File: src/inc/adcsq_pkg.sv
// Constants shared by the ADC sequencer control block
package adcsq_pkg;

  // Register bus widths and offsets
  localparam int ADDR_W = 8;
  localparam int DATA_W = 8;
  localparam logic [ADDR_W-1:0] OFS_EVENT_FLAGS = 8'h5f;
  localparam logic [ADDR_W-1:0] OFS_EVENT_MASKS = 8'h60;
  localparam logic [ADDR_W-1:0] OFS_SEQ_CONTROL = 8'h61;
  localparam logic [ADDR_W-1:0] OFS_GAIN_LOW = 8'h62;

  // Reset values
  localparam logic [DATA_W-1:0] RST_REG = 8'h00;
  localparam logic [DATA_W-1:0] READ_ZERO = 8'h00;

  // Event flag and mask bit positions
  localparam int FLAG_N = 3;
  localparam int BIT_CYCLE_DONE = 0;
  localparam int BIT_PEN_CONTACT = 1;
  localparam int BIT_HALF_SCALE = 2;

  // Sequencer control fields
  localparam int SLEEP_LSB = 0;
  localparam int SLEEP_W = 3;
  localparam int BIT_CC_ENABLE = 3;
  localparam int BIT_CC_CLEAR = 4;
  localparam int BIT_PEN_BIAS = 5;
  localparam int BIT_SEQ_RUN = 6;
  localparam int BIT_POWER_ON = 7;
  localparam logic [SLEEP_W-1:0] SLEEP_CONTINUOUS = 3'h0;
  localparam logic [SLEEP_W-1:0] SLEEP_ONE_SHOT = 3'h7;

  // Gain select layout: channels 10..16, the first four shared with touch
  localparam int GAIN_N = 7;
  localparam int GAIN_TOUCH_N = 4;

  // Coulomb counter bit that marks half of full scale
  localparam int CC_W = 16;
  localparam int CC_HALF_BIT = 14;

  // Sleep timing: each code step is 4.5 ms
  localparam int unsigned CLK_MHZ = 200;
  localparam int unsigned SLEEP_STEP_US = 4500;
  localparam int unsigned SLEEP_STEP_CYC = SLEEP_STEP_US * CLK_MHZ;
  localparam int TICK_W = 20;

  // Sequencer states
  typedef enum logic [2:0] {
    ST_IDLE = 3'b001,
    ST_CONV = 3'b010,
    ST_SLEEP = 3'b100
  } adcsq_state_e;

endpackage

File: src/logic/adcsq_sleep_timer.sv
// Sleep interval timer between round-robin cycles
`timescale 1ns/1ps
module adcsq_sleep_timer
  import adcsq_pkg::*;
#(
  parameter int unsigned STEP_CYC = SLEEP_STEP_CYC
) (
  input wire logic clk,
  input wire logic rst,
  input wire logic start,
  input wire logic abort,
  input wire logic [SLEEP_W-1:0] code,
  output logic done
);

  localparam logic [TICK_W-1:0] TICK_LAST = TICK_W'(STEP_CYC - 1);
  localparam logic [TICK_W-1:0] TICK_ZERO = '0;
  localparam logic [SLEEP_W-1:0] REP_ONE = 3'h1;
  localparam logic [SLEEP_W-1:0] REP_ZERO = 3'h0;

  logic [TICK_W-1:0] tick_r, tick_nxt;
  logic [SLEEP_W-1:0] rep_r, rep_nxt;
  logic busy_r, busy_nxt;
  logic done_r, done_nxt;

  // Count code steps of one sleep step each
  always_comb begin
    tick_nxt = tick_r;
    rep_nxt = rep_r;
    busy_nxt = busy_r;
    done_nxt = 1'b0;
    if (abort) begin
      busy_nxt = 1'b0;
    end else if (start) begin
      busy_nxt = 1'b1;
      tick_nxt = TICK_LAST;
      rep_nxt = code;
    end else if (busy_r) begin
      if (tick_r != TICK_ZERO) begin
        tick_nxt = tick_r - 1'b1;
      end else if (rep_r <= REP_ONE) begin
        busy_nxt = 1'b0;
        done_nxt = 1'b1;
        rep_nxt = REP_ZERO;
      end else begin
        rep_nxt = rep_r - 1'b1;
        tick_nxt = TICK_LAST;
      end
    end
  end

  // Timer registers
  always_ff @(posedge clk) begin
    if (rst) begin
      tick_r <= TICK_ZERO;
      rep_r <= REP_ZERO;
      busy_r <= 1'b0;
      done_r <= 1'b0;
    end else begin
      tick_r <= tick_nxt;
      rep_r <= rep_nxt;
      busy_r <= busy_nxt;
      done_r <= done_nxt;
    end
  end

  assign done = done_r;

endmodule

File: src/logic/adcsq_control.sv
// ADC sequencer event flags, masks, control and gain registers
//
// Operation
// Completed round-robin cycle sets cycle-done flag
// Pen contact sets pen-contact flag
// Half-scale coulomb count sets half-scale flag
// Mask bits 0..2; one blocks event
// Unmasked half-scale flag raises host interrupt
// Half-scale event on count bit 14 rising
// Sleep field: loop, 4.5ms steps, one-shot
// Control bit 3 enables coulomb counting
// Writing bit 4 clears coulomb counter
// Clear bit drops back by itself
// Control bit 5 enables pen bias
// Bit 6 starts; zero stops after cycle
// Bit 7 forces converter full power
// Gain bits select x1 or x10, ch10-16
// Ch10-13 gain ignored while pen biased
// All registers reset zero; flags read-only
// Flags stay until read, read clears them
`timescale 1ns/1ps
module adcsq_control
  import adcsq_pkg::*;
#(
  parameter int unsigned STEP_CYC = SLEEP_STEP_CYC
) (
  input wire logic clk,
  input wire logic rst,
  input wire logic [ADDR_W-1:0] reg_addr,
  input wire logic reg_wr,
  input wire logic reg_rd,
  input wire logic [DATA_W-1:0] reg_wdata,
  output logic [DATA_W-1:0] reg_rdata,
  output logic reg_rvalid,
  input wire logic pen_contact_pin,
  input wire logic cycle_end,
  input wire logic [CC_W-1:0] charge_count_value,
  output logic host_irq_out,
  output logic cycle_start,
  output logic seq_busy,
  output logic converter_full_power,
  output logic charge_count_enable,
  output logic charge_count_clear,
  output logic pen_bias_enable,
  output logic [GAIN_N-1:0] gain_x10
);

  ////////////////////////////////////////////////////////////////////////////
  // State

  logic pen_s1_r, pen_s2_r, pen_s3_r;
  logic pen_s1_nxt, pen_s2_nxt, pen_s3_nxt;
  logic half_prev_r, half_prev_nxt;
  logic [FLAG_N-1:0] flags_r, flags_nxt;
  logic [FLAG_N-1:0] masks_r, masks_nxt;
  logic [DATA_W-1:0] ctrl_r, ctrl_nxt;
  logic [GAIN_N-1:0] gain_r, gain_nxt;
  logic [DATA_W-1:0] rdata_r, rdata_nxt;
  logic rvalid_r, rvalid_nxt;
  logic irq_r, irq_nxt;
  logic start_r, start_nxt;
  logic busy_r, busy_nxt;
  logic power_r, power_nxt;
  logic cc_en_r, cc_en_nxt;
  logic cc_clr_r, cc_clr_nxt;
  logic bias_r, bias_nxt;
  logic [GAIN_N-1:0] gain_out_r;
  logic [GAIN_N-1:0] gain_eff;
  adcsq_state_e state_r, state_nxt;

  logic [FLAG_N-1:0] events;
  logic wr_flags, wr_masks, wr_ctrl, wr_gain;
  logic rd_flags;
  logic tmr_start, tmr_abort, tmr_done;
  logic [SLEEP_W-1:0] sleep_code;
  logic run_bit;

  ////////////////////////////////////////////////////////////////////////////
  // Pen contact pin synchroniser and edge stage

  // Two sync stages, then one stage to find the rising edge
  always_comb begin
    pen_s1_nxt = pen_contact_pin;
    pen_s2_nxt = pen_s1_r;
    pen_s3_nxt = pen_s2_r;
  end

  // Synchroniser registers
  always_ff @(posedge clk) begin
    if (rst) begin
      pen_s1_r <= 1'b0;
      pen_s2_r <= 1'b0;
      pen_s3_r <= 1'b0;
    end else begin
      pen_s1_r <= pen_s1_nxt;
      pen_s2_r <= pen_s2_nxt;
      pen_s3_r <= pen_s3_nxt;
    end
  end

  ////////////////////////////////////////////////////////////////////////////
  // Decode and event sources

  assign wr_flags = reg_wr && (reg_addr == OFS_EVENT_FLAGS);
  assign wr_masks = reg_wr && (reg_addr == OFS_EVENT_MASKS);
  assign wr_ctrl = reg_wr && (reg_addr == OFS_SEQ_CONTROL);
  assign wr_gain = reg_wr && (reg_addr == OFS_GAIN_LOW);
  assign rd_flags = reg_rd && (reg_addr == OFS_EVENT_FLAGS);
  assign sleep_code = ctrl_r[SLEEP_LSB +: SLEEP_W];
  assign run_bit = ctrl_r[BIT_SEQ_RUN];

  // Event pulses
  always_comb begin
    events = '0;
    events[BIT_CYCLE_DONE] = cycle_end && (state_r == ST_CONV);
    events[BIT_PEN_CONTACT] = pen_s2_r && !pen_s3_r;
    events[BIT_HALF_SCALE] = charge_count_value[CC_HALF_BIT] &&
                             !half_prev_r;
  end

  ////////////////////////////////////////////////////////////////////////////
  // Effective gain: touch channels fall back to unity while biased
  // Built from next values so gain moves on the edge that bias does

  genvar gi;
  generate
    for (gi = 0; gi < GAIN_N; gi++) begin : g_gain
      if (gi < GAIN_TOUCH_N) begin : g_touch
        assign gain_eff[gi] = gain_nxt[gi] && !ctrl_nxt[BIT_PEN_BIAS];
      end else begin : g_plain
        assign gain_eff[gi] = gain_nxt[gi];
      end
    end
  endgenerate

  ////////////////////////////////////////////////////////////////////////////
  // Register file, sequencer and output next values

  always_comb begin
    flags_nxt = flags_r;
    masks_nxt = masks_r;
    ctrl_nxt = ctrl_r;
    gain_nxt = gain_r;
    state_nxt = state_r;
    half_prev_nxt = charge_count_value[CC_HALF_BIT];
    tmr_start = 1'b0;
    tmr_abort = 1'b0;
    start_nxt = 1'b0;
    rdata_nxt = rdata_r;
    rvalid_nxt = 1'b0;
    cc_clr_nxt = 1'b0;

    // Read returns flags and clears them; new events win
    if (rd_flags) begin
      flags_nxt = '0;
    end
    flags_nxt = flags_nxt | events;

    // Flag register ignores writes
    if (wr_flags) begin
      flags_nxt = flags_nxt;
    end

    // Sequencer
    unique case (state_r)
      ST_IDLE: begin
        if (run_bit) begin
          state_nxt = ST_CONV;
          start_nxt = 1'b1;
        end
      end
      ST_CONV: begin
        if (cycle_end) begin
          if (sleep_code == SLEEP_ONE_SHOT) begin
            ctrl_nxt[BIT_SEQ_RUN] = 1'b0;
            state_nxt = ST_IDLE;
          end else if (!run_bit) begin
            state_nxt = ST_IDLE;
          end else if (sleep_code == SLEEP_CONTINUOUS) begin
            start_nxt = 1'b1;
          end else begin
            state_nxt = ST_SLEEP;
            tmr_start = 1'b1;
          end
        end
      end
      ST_SLEEP: begin
        if (!run_bit) begin
          state_nxt = ST_IDLE;
          tmr_abort = 1'b1;
        end else if (tmr_done) begin
          state_nxt = ST_CONV;
          start_nxt = 1'b1;
        end
      end
      default: begin
        state_nxt = ST_IDLE;
      end
    endcase

    // Software writes take precedence over hardware run clear
    if (wr_masks) begin
      masks_nxt = reg_wdata[FLAG_N-1:0];
    end
    if (wr_ctrl) begin
      ctrl_nxt = reg_wdata;
      ctrl_nxt[BIT_CC_CLEAR] = 1'b0;
      cc_clr_nxt = reg_wdata[BIT_CC_CLEAR];
    end
    if (wr_gain) begin
      gain_nxt = reg_wdata[GAIN_N-1:0];
    end

    // Read data, unmapped offsets read zero
    if (reg_rd) begin
      rvalid_nxt = 1'b1;
      rdata_nxt = READ_ZERO;
      if (reg_addr == OFS_EVENT_FLAGS) begin
        rdata_nxt[FLAG_N-1:0] = flags_r;
      end else if (reg_addr == OFS_EVENT_MASKS) begin
        rdata_nxt[FLAG_N-1:0] = masks_r;
      end else if (reg_addr == OFS_SEQ_CONTROL) begin
        rdata_nxt = ctrl_r;
      end else if (reg_addr == OFS_GAIN_LOW) begin
        rdata_nxt[GAIN_N-1:0] = gain_r;
      end
    end

    // Interrupt and control outputs
    irq_nxt = |(flags_nxt & ~masks_nxt);
    busy_nxt = (state_nxt != ST_IDLE);
    power_nxt = ctrl_nxt[BIT_POWER_ON];
    cc_en_nxt = ctrl_nxt[BIT_CC_ENABLE];
    bias_nxt = ctrl_nxt[BIT_PEN_BIAS];
  end

  ////////////////////////////////////////////////////////////////////////////
  // Registers

  always_ff @(posedge clk) begin
    if (rst) begin
      flags_r <= '0;
      masks_r <= '0;
      ctrl_r <= RST_REG;
      gain_r <= '0;
      state_r <= ST_IDLE;
      half_prev_r <= 1'b0;
      rdata_r <= READ_ZERO;
      rvalid_r <= 1'b0;
      irq_r <= 1'b0;
      start_r <= 1'b0;
      busy_r <= 1'b0;
      power_r <= 1'b0;
      cc_en_r <= 1'b0;
      cc_clr_r <= 1'b0;
      bias_r <= 1'b0;
      gain_out_r <= '0;
    end else begin
      flags_r <= flags_nxt;
      masks_r <= masks_nxt;
      ctrl_r <= ctrl_nxt;
      gain_r <= gain_nxt;
      state_r <= state_nxt;
      half_prev_r <= half_prev_nxt;
      rdata_r <= rdata_nxt;
      rvalid_r <= rvalid_nxt;
      irq_r <= irq_nxt;
      start_r <= start_nxt;
      busy_r <= busy_nxt;
      power_r <= power_nxt;
      cc_en_r <= cc_en_nxt;
      cc_clr_r <= cc_clr_nxt;
      bias_r <= bias_nxt;
      gain_out_r <= gain_eff;
    end
  end

  ////////////////////////////////////////////////////////////////////////////
  // Sleep interval timer

  adcsq_sleep_timer #(
    .STEP_CYC(STEP_CYC)
  ) u_sleep (
    .clk(clk),
    .rst(rst),
    .start(tmr_start),
    .abort(tmr_abort),
    .code(sleep_code),
    .done(tmr_done)
  );

  ////////////////////////////////////////////////////////////////////////////
  // Outputs

  assign reg_rdata = rdata_r;
  assign reg_rvalid = rvalid_r;
  assign host_irq_out = irq_r;
  assign cycle_start = start_r;
  assign seq_busy = busy_r;
  assign converter_full_power = power_r;
  assign charge_count_enable = cc_en_r;
  assign charge_count_clear = cc_clr_r;
  assign pen_bias_enable = bias_r;
  assign gain_x10 = gain_out_r;

endmodule

File: config.mk
export PLATFORM = sky130hd
export DESIGN_NAME = adcsq_control
export DESIGN_NICKNAME = d
export VERILOG_FILES = /design/src/inc/adcsq_pkg.sv /design/src/logic/adcsq_sleep_timer.sv /design/src/logic/adcsq_control.sv
export SDC_FILE = /design/constraint.sdc
export NUM_CORES = 1
export LEC_CHECK = 0
export CORE_MARGIN = 5
export CORE_UTILIZATION = 35
export CTS_BUF_LIST = sky130_fd_sc_hd__clkbuf_8 sky130_fd_sc_hd__clkbuf_16
export CTS_CLUSTER_DIAMETER = 120
export CTS_CLUSTER_SIZE = 24
export DETAILED_ROUTE_END_ITERATION = 10
export DONT_BUFFER_PORTS = 1
export GPL_ROUTABILITY_DRIVEN = 1
export PLACE_DENSITY_LB_ADDON = 0.1
export RECOVER_POWER = 25
export SLEW_MARGIN = 20
export SYNTH_ARGS = -nofsm -noshare
export SYNTH_HDL_FRONTEND = slang
export SYNTH_SLANG_ARGS = --single-unit
File: constraint.sdc
create_clock -name clk -period 2.6 [get_ports clk]
set_input_delay 0.39 -clock clk [delete_from_list [all_inputs] [get_ports clk]]
set_output_delay 0.39 -clock clk [all_outputs]
set_load 0.1 [all_outputs]
### Word level (Yosys, flattened, before mapping)

Index checks and enable logic that the tools add are counted.
W data, S select, Z words.

* reduce and logical (&&, ||, !) cells: 27
* bitwise logic cells: 6
* order comparisons: 1
* add/sub/neg operators: 2
* equal/unequal tests: 11
* mux-type cells: 51

Operator list (number)
* $mux W20: 4
* $mux W3: 15
* $eq A8 B7 Y1 const B: 4
* $mux W1: 24
* $mux W7: 3
* $reduce_bool A20 Y1: 1
* $sub A20 B1 Y20 const B: 1
* $logic_and A1 B1 Y1: 11
* $mux W5: 2
* $pmux W3 S3: 1
* $reduce_and A3 Y1: 3
* $mux W8: 1
* $reduce_bool A2 Y1: 4
* $eq A3 B3 Y1 const B: 2
* $reduce_or A5 Y1: 1
* $reduce_or A2 Y1: 2
* $and A3 B3 Y3: 1
* $eq A3 B1 Y1 const B: 1
* $eq A3 B2 Y1 const B: 1
* $le A3 B1 Y1 const B: 1
* $logic_not A1 Y1: 3
* $logic_not A3 Y1: 1
* $ne A3 B1 Y1 const B: 1
* $ne A3 B2 Y1 const B: 1
* other kinds (7): 9

* output and inout bits: 23
* register bits: 75
* input bits: 38

### Longest topological paths before layout

* word-level depth: 8
* mapped depth: 10
* mapped depth without buffers: 8

### Hierarchy

Synthesis repeated with hierarchy kept, for this count alone.

* cells, all modules: 385
* area, all modules: 3370.7 µm²

By module, submodules not included
* adcsq_control: seq. area each 880.8 µm², area an instance 1841.8 µm², cells an instance 202, times used 1
* adcsq_sleep_timer: seq. area each 500.5 µm², area an instance 1529.0 µm², cells an instance 183, times used 1

### Worst setup path after synthesis

No wires, ideal clock.

* path type: reg2reg
* from: reg u_sleep.tick_r[11]
* to: reg u_sleep.tick_r[8]
* cell stages (with the launch flop): 9
* setup slack: 0.585 ns
* library setup time: 0.133 ns
* arrival time: 1.883 ns
* required time: 2.467 ns
* buffers on the path: 2
* cells stage by stage: dfxtp_1 or4_1 buf_2 nor4_4 a31oi_1 buf_2 o211ai_2 xor2_1 a21oi_1

* word-level cells in the longest chain between the ends: 4
* elaborated cells on any way between the ends: 6
* those cells by class: eq/ne (1); mux (3); reduce/logical (2)

RTL lines
* start, declared: line adcsq_sleep_timer.sv:21 `logic [TICK_W-1:0] tick_r, tick_nxt;`
* start signal, assigned: line adcsq_sleep_timer.sv:60 `tick_r <= tick_nxt;`
* $reduce_bool A20 Y1 *: line adcsq_sleep_timer.sv:39 `if (tick_r != TICK_ZERO) begin`
* $mux W20: line adcsq_sleep_timer.sv:39
* $mux W20: line adcsq_sleep_timer.sv:38 `end else if (busy_r) begin`
* $mux W20: line adcsq_sleep_timer.sv:34 `end else if (start) begin`

Every way passes the cells marked *; elsewhere a longest branch is shown, timed or not. The select of a mux whose other input is x is not followed.
A chain may end at the register's enable or synchronous reset.

### Worst setup path after layout

* from: reg u_sleep.tick_r[11]
* to: reg u_sleep.tick_r[6]

The elaborated chain is that of the path after synthesis.

==> flow_metrics.tcl <==
set metrics [dict create \
    async_sr_flop_fraction 0 \
    core-area_mm2 0.008721 \
    power_switching_share 0.2236 \
    area_of_the_mapped_netlist_mm2 0.003142 \
    synth_flop_cell "dfxtp_1" \
    syn2layout_area_growth_pct 11.71 \
    timing.final.hold_violations 0 \
    source_of_the_critical_timing_path "u_sleep.tick_r[11]$_SDFFE_PP0P_" \
    grt_start_max_net_pins 61 \
    clock_path_buffers 2 \
    timing_worst_slew_pin_value_ns 1.250 \
    worst-path-max-fanout 20 \
    numPlacedInstances 468 \
    fin_nets 413 \
    cts-root-buf "clkbuf_8" \
    first_pass_iters 4 \
    power.share.sequential 0.530 \
    final_worst_path_cycle_share 0.8627 \
    post_cts_resize_count 0 \
    final_cell_count_no_fill 484 \
    ff2ff_setup_slack_ns 0.36 \
    power_density_mw_per_mm2 590.6 \
    diode_insertion_count_for_antenna_repair 0 \
    synthDistinctLibCells 47 \
    hold_buffers 0 \
    htreeDepth 3 \
    setup.worst_path.end_class "register" \
    arrival_ns 2.49 \
    cts_tree "done" \
    total_area_of_multi_input_combinational_cells_mm2 0.001637 \
    grt_util_all_layers 0.1407 \
    detail_route.vias_per_cell 5.287 \
    worstHoldPathType "input port to register" \
    globalRouteOverflowTotal 0 \
    p_switching_uw 463.4 \
    drt_first_iter_violations 82 \
    vias 2559 \
    r2r-end "u_sleep.tick_r[6]$_SDFFE_PP0P_" \
    cap_violations 0 \
    routed_wire_length_per_instance_um 15.46 \
    comb_power_share 0.019 \
    gp_routability_congestion 0.7948 \
    grt_pass1_wl_um 12500 \
    clk-insertion-delay-late_ns 0.35 \
    clock_sinks 69 \
    final_util 0.4024 \
    status "finished, final reports clean" \
    post_route_cells_drive_above_1_share 0.09574 \
    rsz0062_at_grt "no" \
    post_synth_inst_count 360 \
    seqCellArea_mm2 0.001381 \
    setup_viol 0 \
    ys_seq_area_frac 0.4397 \
    design_power_total_uw 2073 \
    nFillCells 909 \
    worst_slew_margin_rel 0.1668 \
    dieWidth_um 104.7 \
    ys_seq_elements 69 \
    final_routed_wirelength_um 7484 \
    drt_drc_violations_left 0 \
    chip_height_um 104.7 \
    grt_antenna_before_repair 0 \
    largest_vdd_supply_drop_mv 0.2210 \
    start_util 0.3603 \
    yosysWarnings 0 \
    post-route-min-period_ns 2.243 \
    antenna_left 0 \
    vias_in_the_first_global_route 2527 \
    totalNegativeSetupSlack_ns 0 \
    worst_ep_required_time_ns 2.84 \
    path_clk_slew_ns 0.08 \
    floorplan.die_area_mm2 0.01097 \
    clock-skew-final_ns 0.01073 \
    worst_r2r_startpoint "u_sleep.tick_r[11]$_SDFFE_PP0P_" \
    tritoncts.num_buffers 9 \
    cellInternalPower_uw 1609 \
    timing.final.max_slew_violations 0 \
    row_count 34 \
    r2r_cells 7 \
    synth_area_per_cell_um2 8.727 \
    clkPwrFrac 0.451 \
    synth-edff-count 0 \
    net_count_after_synthesis 402 \
    postCtsSetupRepairBufs 0 \
    io_buffers 0 \
    dp.final_hpwl_um 5271 \
    design.portCount 61 \
    endpoint "u_sleep.tick_r[6]$_SDFFE_PP0P_" \
    worstSetupPathType "register to register" \
    clock.fmax_mhz 445.8 \
    leakage_uw 0.001384 \
    critical_path.startpoint_type "register" \
]
-- Yosys cell counts (all sizes together) (2+ instances only) --
master / count / area, um^2
clkbuf: 10 / 37.54
nor4: 9 / 71.32
a21oi: 32 / 160.2
o22a: 2 / 17.52
nand3: 12 / 60.06
inv: 7 / 26.28
a22o: 3 / 26.28
a221oi: 4 / 35.03
o21ai: 16 / 80.07
nand2b: 10 / 62.56
o211ai: 5 / 57.56
nand2: 20 / 75.07
a31oi: 2 / 12.51
nand4: 7 / 43.79
dfxtp: 69 / 1381
nor3: 12 / 65.06
nand3b: 2 / 15.01
buf: 10 / 56.30
a21o: 2 / 15.01
or3: 4 / 25.02
nor2: 52 / 195.2
or4: 4 / 33.78
mux2i: 20 / 200.2
xor2: 17 / 148.9
ha: 4 / 50.05
nor2b: 10 / 62.56
and4: 2 / 17.52
-- power groups by stage --
stage	logic, uW	registers [uW]	clock network [uW]
6_report	39.2	1100	934
3_5_place_dp	41.6	1120	0
4_1_cts	41.8	1100	967
2_1_floorplan	41.0	1130	0
3_3_place_gp	41.0	1120	0
5_1_grt	43.5	1100	1020
-- critical path, stage by stage (launching register included) --
cell and delay [ns]:
dfxtp_1 0.34, or4_1 0.67, nor4_4 0.33, a31oi_1 0.13, buf_4 0.22, o21ai_0 0.23, xor2_1 0.17, nor2_1 0.05
-- cells in the final DEF (no fill, tap or decap), types with 7 or more instances in the layout --
| master | instances |
|---|---|
| nor2b_1 | 10 |
| nand3_1 | 12 |
| nand2_1 | 20 |
| o21ai_1 | 7 |
| a21oi_1 | 32 |
| nand2b_1 | 10 |
| o21ai_0 | 9 |
| buf_4 | 12 |
| xor2_1 | 17 |
| inv_1 | 9 |
| nor4_1 | 8 |
| clkbuf_1 | 8 |
| nor3_1 | 11 |
| dfxtp_1 | 69 |
| mux2i_1 | 20 |
| nor2_1 | 52 |
| nand4_1 | 7 |
| clkbuf_8 | 9 |
-- stage by stage --
step	worst slack, ns	area [um^2]	hold slack (ns)
floorplan	0.5847	3142	0.4138
global placement	0.3630	3339	0.4200
detailed placement	0.3323	3339	0.4266
CTS	0.3392	3546	0.09314
global route	0.1701	3510	0.09076
finish	0.3571	3510	0.1049
-- kinds of logic after synthesis --
group,after synthesis,synth area share
simple gates,150,0.2469
compound gates,72,0.1470
flops,69,0.4397
buf+inv,28,0.03943
mux,20,0.06372
xor+xnor,17,0.04739
fa+ha+maj,4,0.01593
-- registers in the layout, indices dropped and copies added (netlist names), 3 cells and up --
signal	cells
reg_rdata	8
ctrl_r	7
u_sleep.tick_r	20
gain_r	7
masks_r	3
u_sleep.rep_r	3
state_r	3
gain_x10	4
flags_r	3
-- area by class of cell --
class                   count  share of cell area
clock buffers               9             0.03529
clock inverters             7             0.02353
inverters                   8            0.008556
multi-input cells         263              0.4663
flip-flops and latches     69              0.3936
well taps                 108             0.03850
repair buffers             20             0.03422
-- routing by layer --
layer  share of wire  GRT usage  vias to the layer above
met2            0.45     0.2127                       46
met3           0.047    0.04316                       10
met4           0.017    0.05479                        0
met1            0.49     0.1879                     1208
met5               0          0                        -
li1                -          -                     1295
-- how the worst min path moves through the flow --
| stage | start | to | slack (ns) | cells after the start |
|---|---|---|---|---|
| 3_3_place_gp | pen_s1_r$_SDFF_PP0_ | pen_s2_r$_SDFF_PP0_ | 0.42 | 1 |
| 4_1_cts | rst | reg_rdata[3]$_SDFFE_PP0P_ | 0.09 | 1 |
| 2_1_floorplan | pen_s1_r$_SDFF_PP0_ | pen_s2_r$_SDFF_PP0_ | 0.41 | 1 |
| 5_1_grt | rst | ctrl_r[5]$_SDFF_PP0_ | 0.09 | 1 |
| 6_report | rst | reg_rdata[5]$_SDFFE_PP0P_ | 0.10 | 1 |
| 3_5_place_dp | pen_s1_r$_SDFF_PP0_ | pen_s2_r$_SDFF_PP0_ | 0.43 | 1 |
Note: power is estimated with default switching activity, not from simulation.
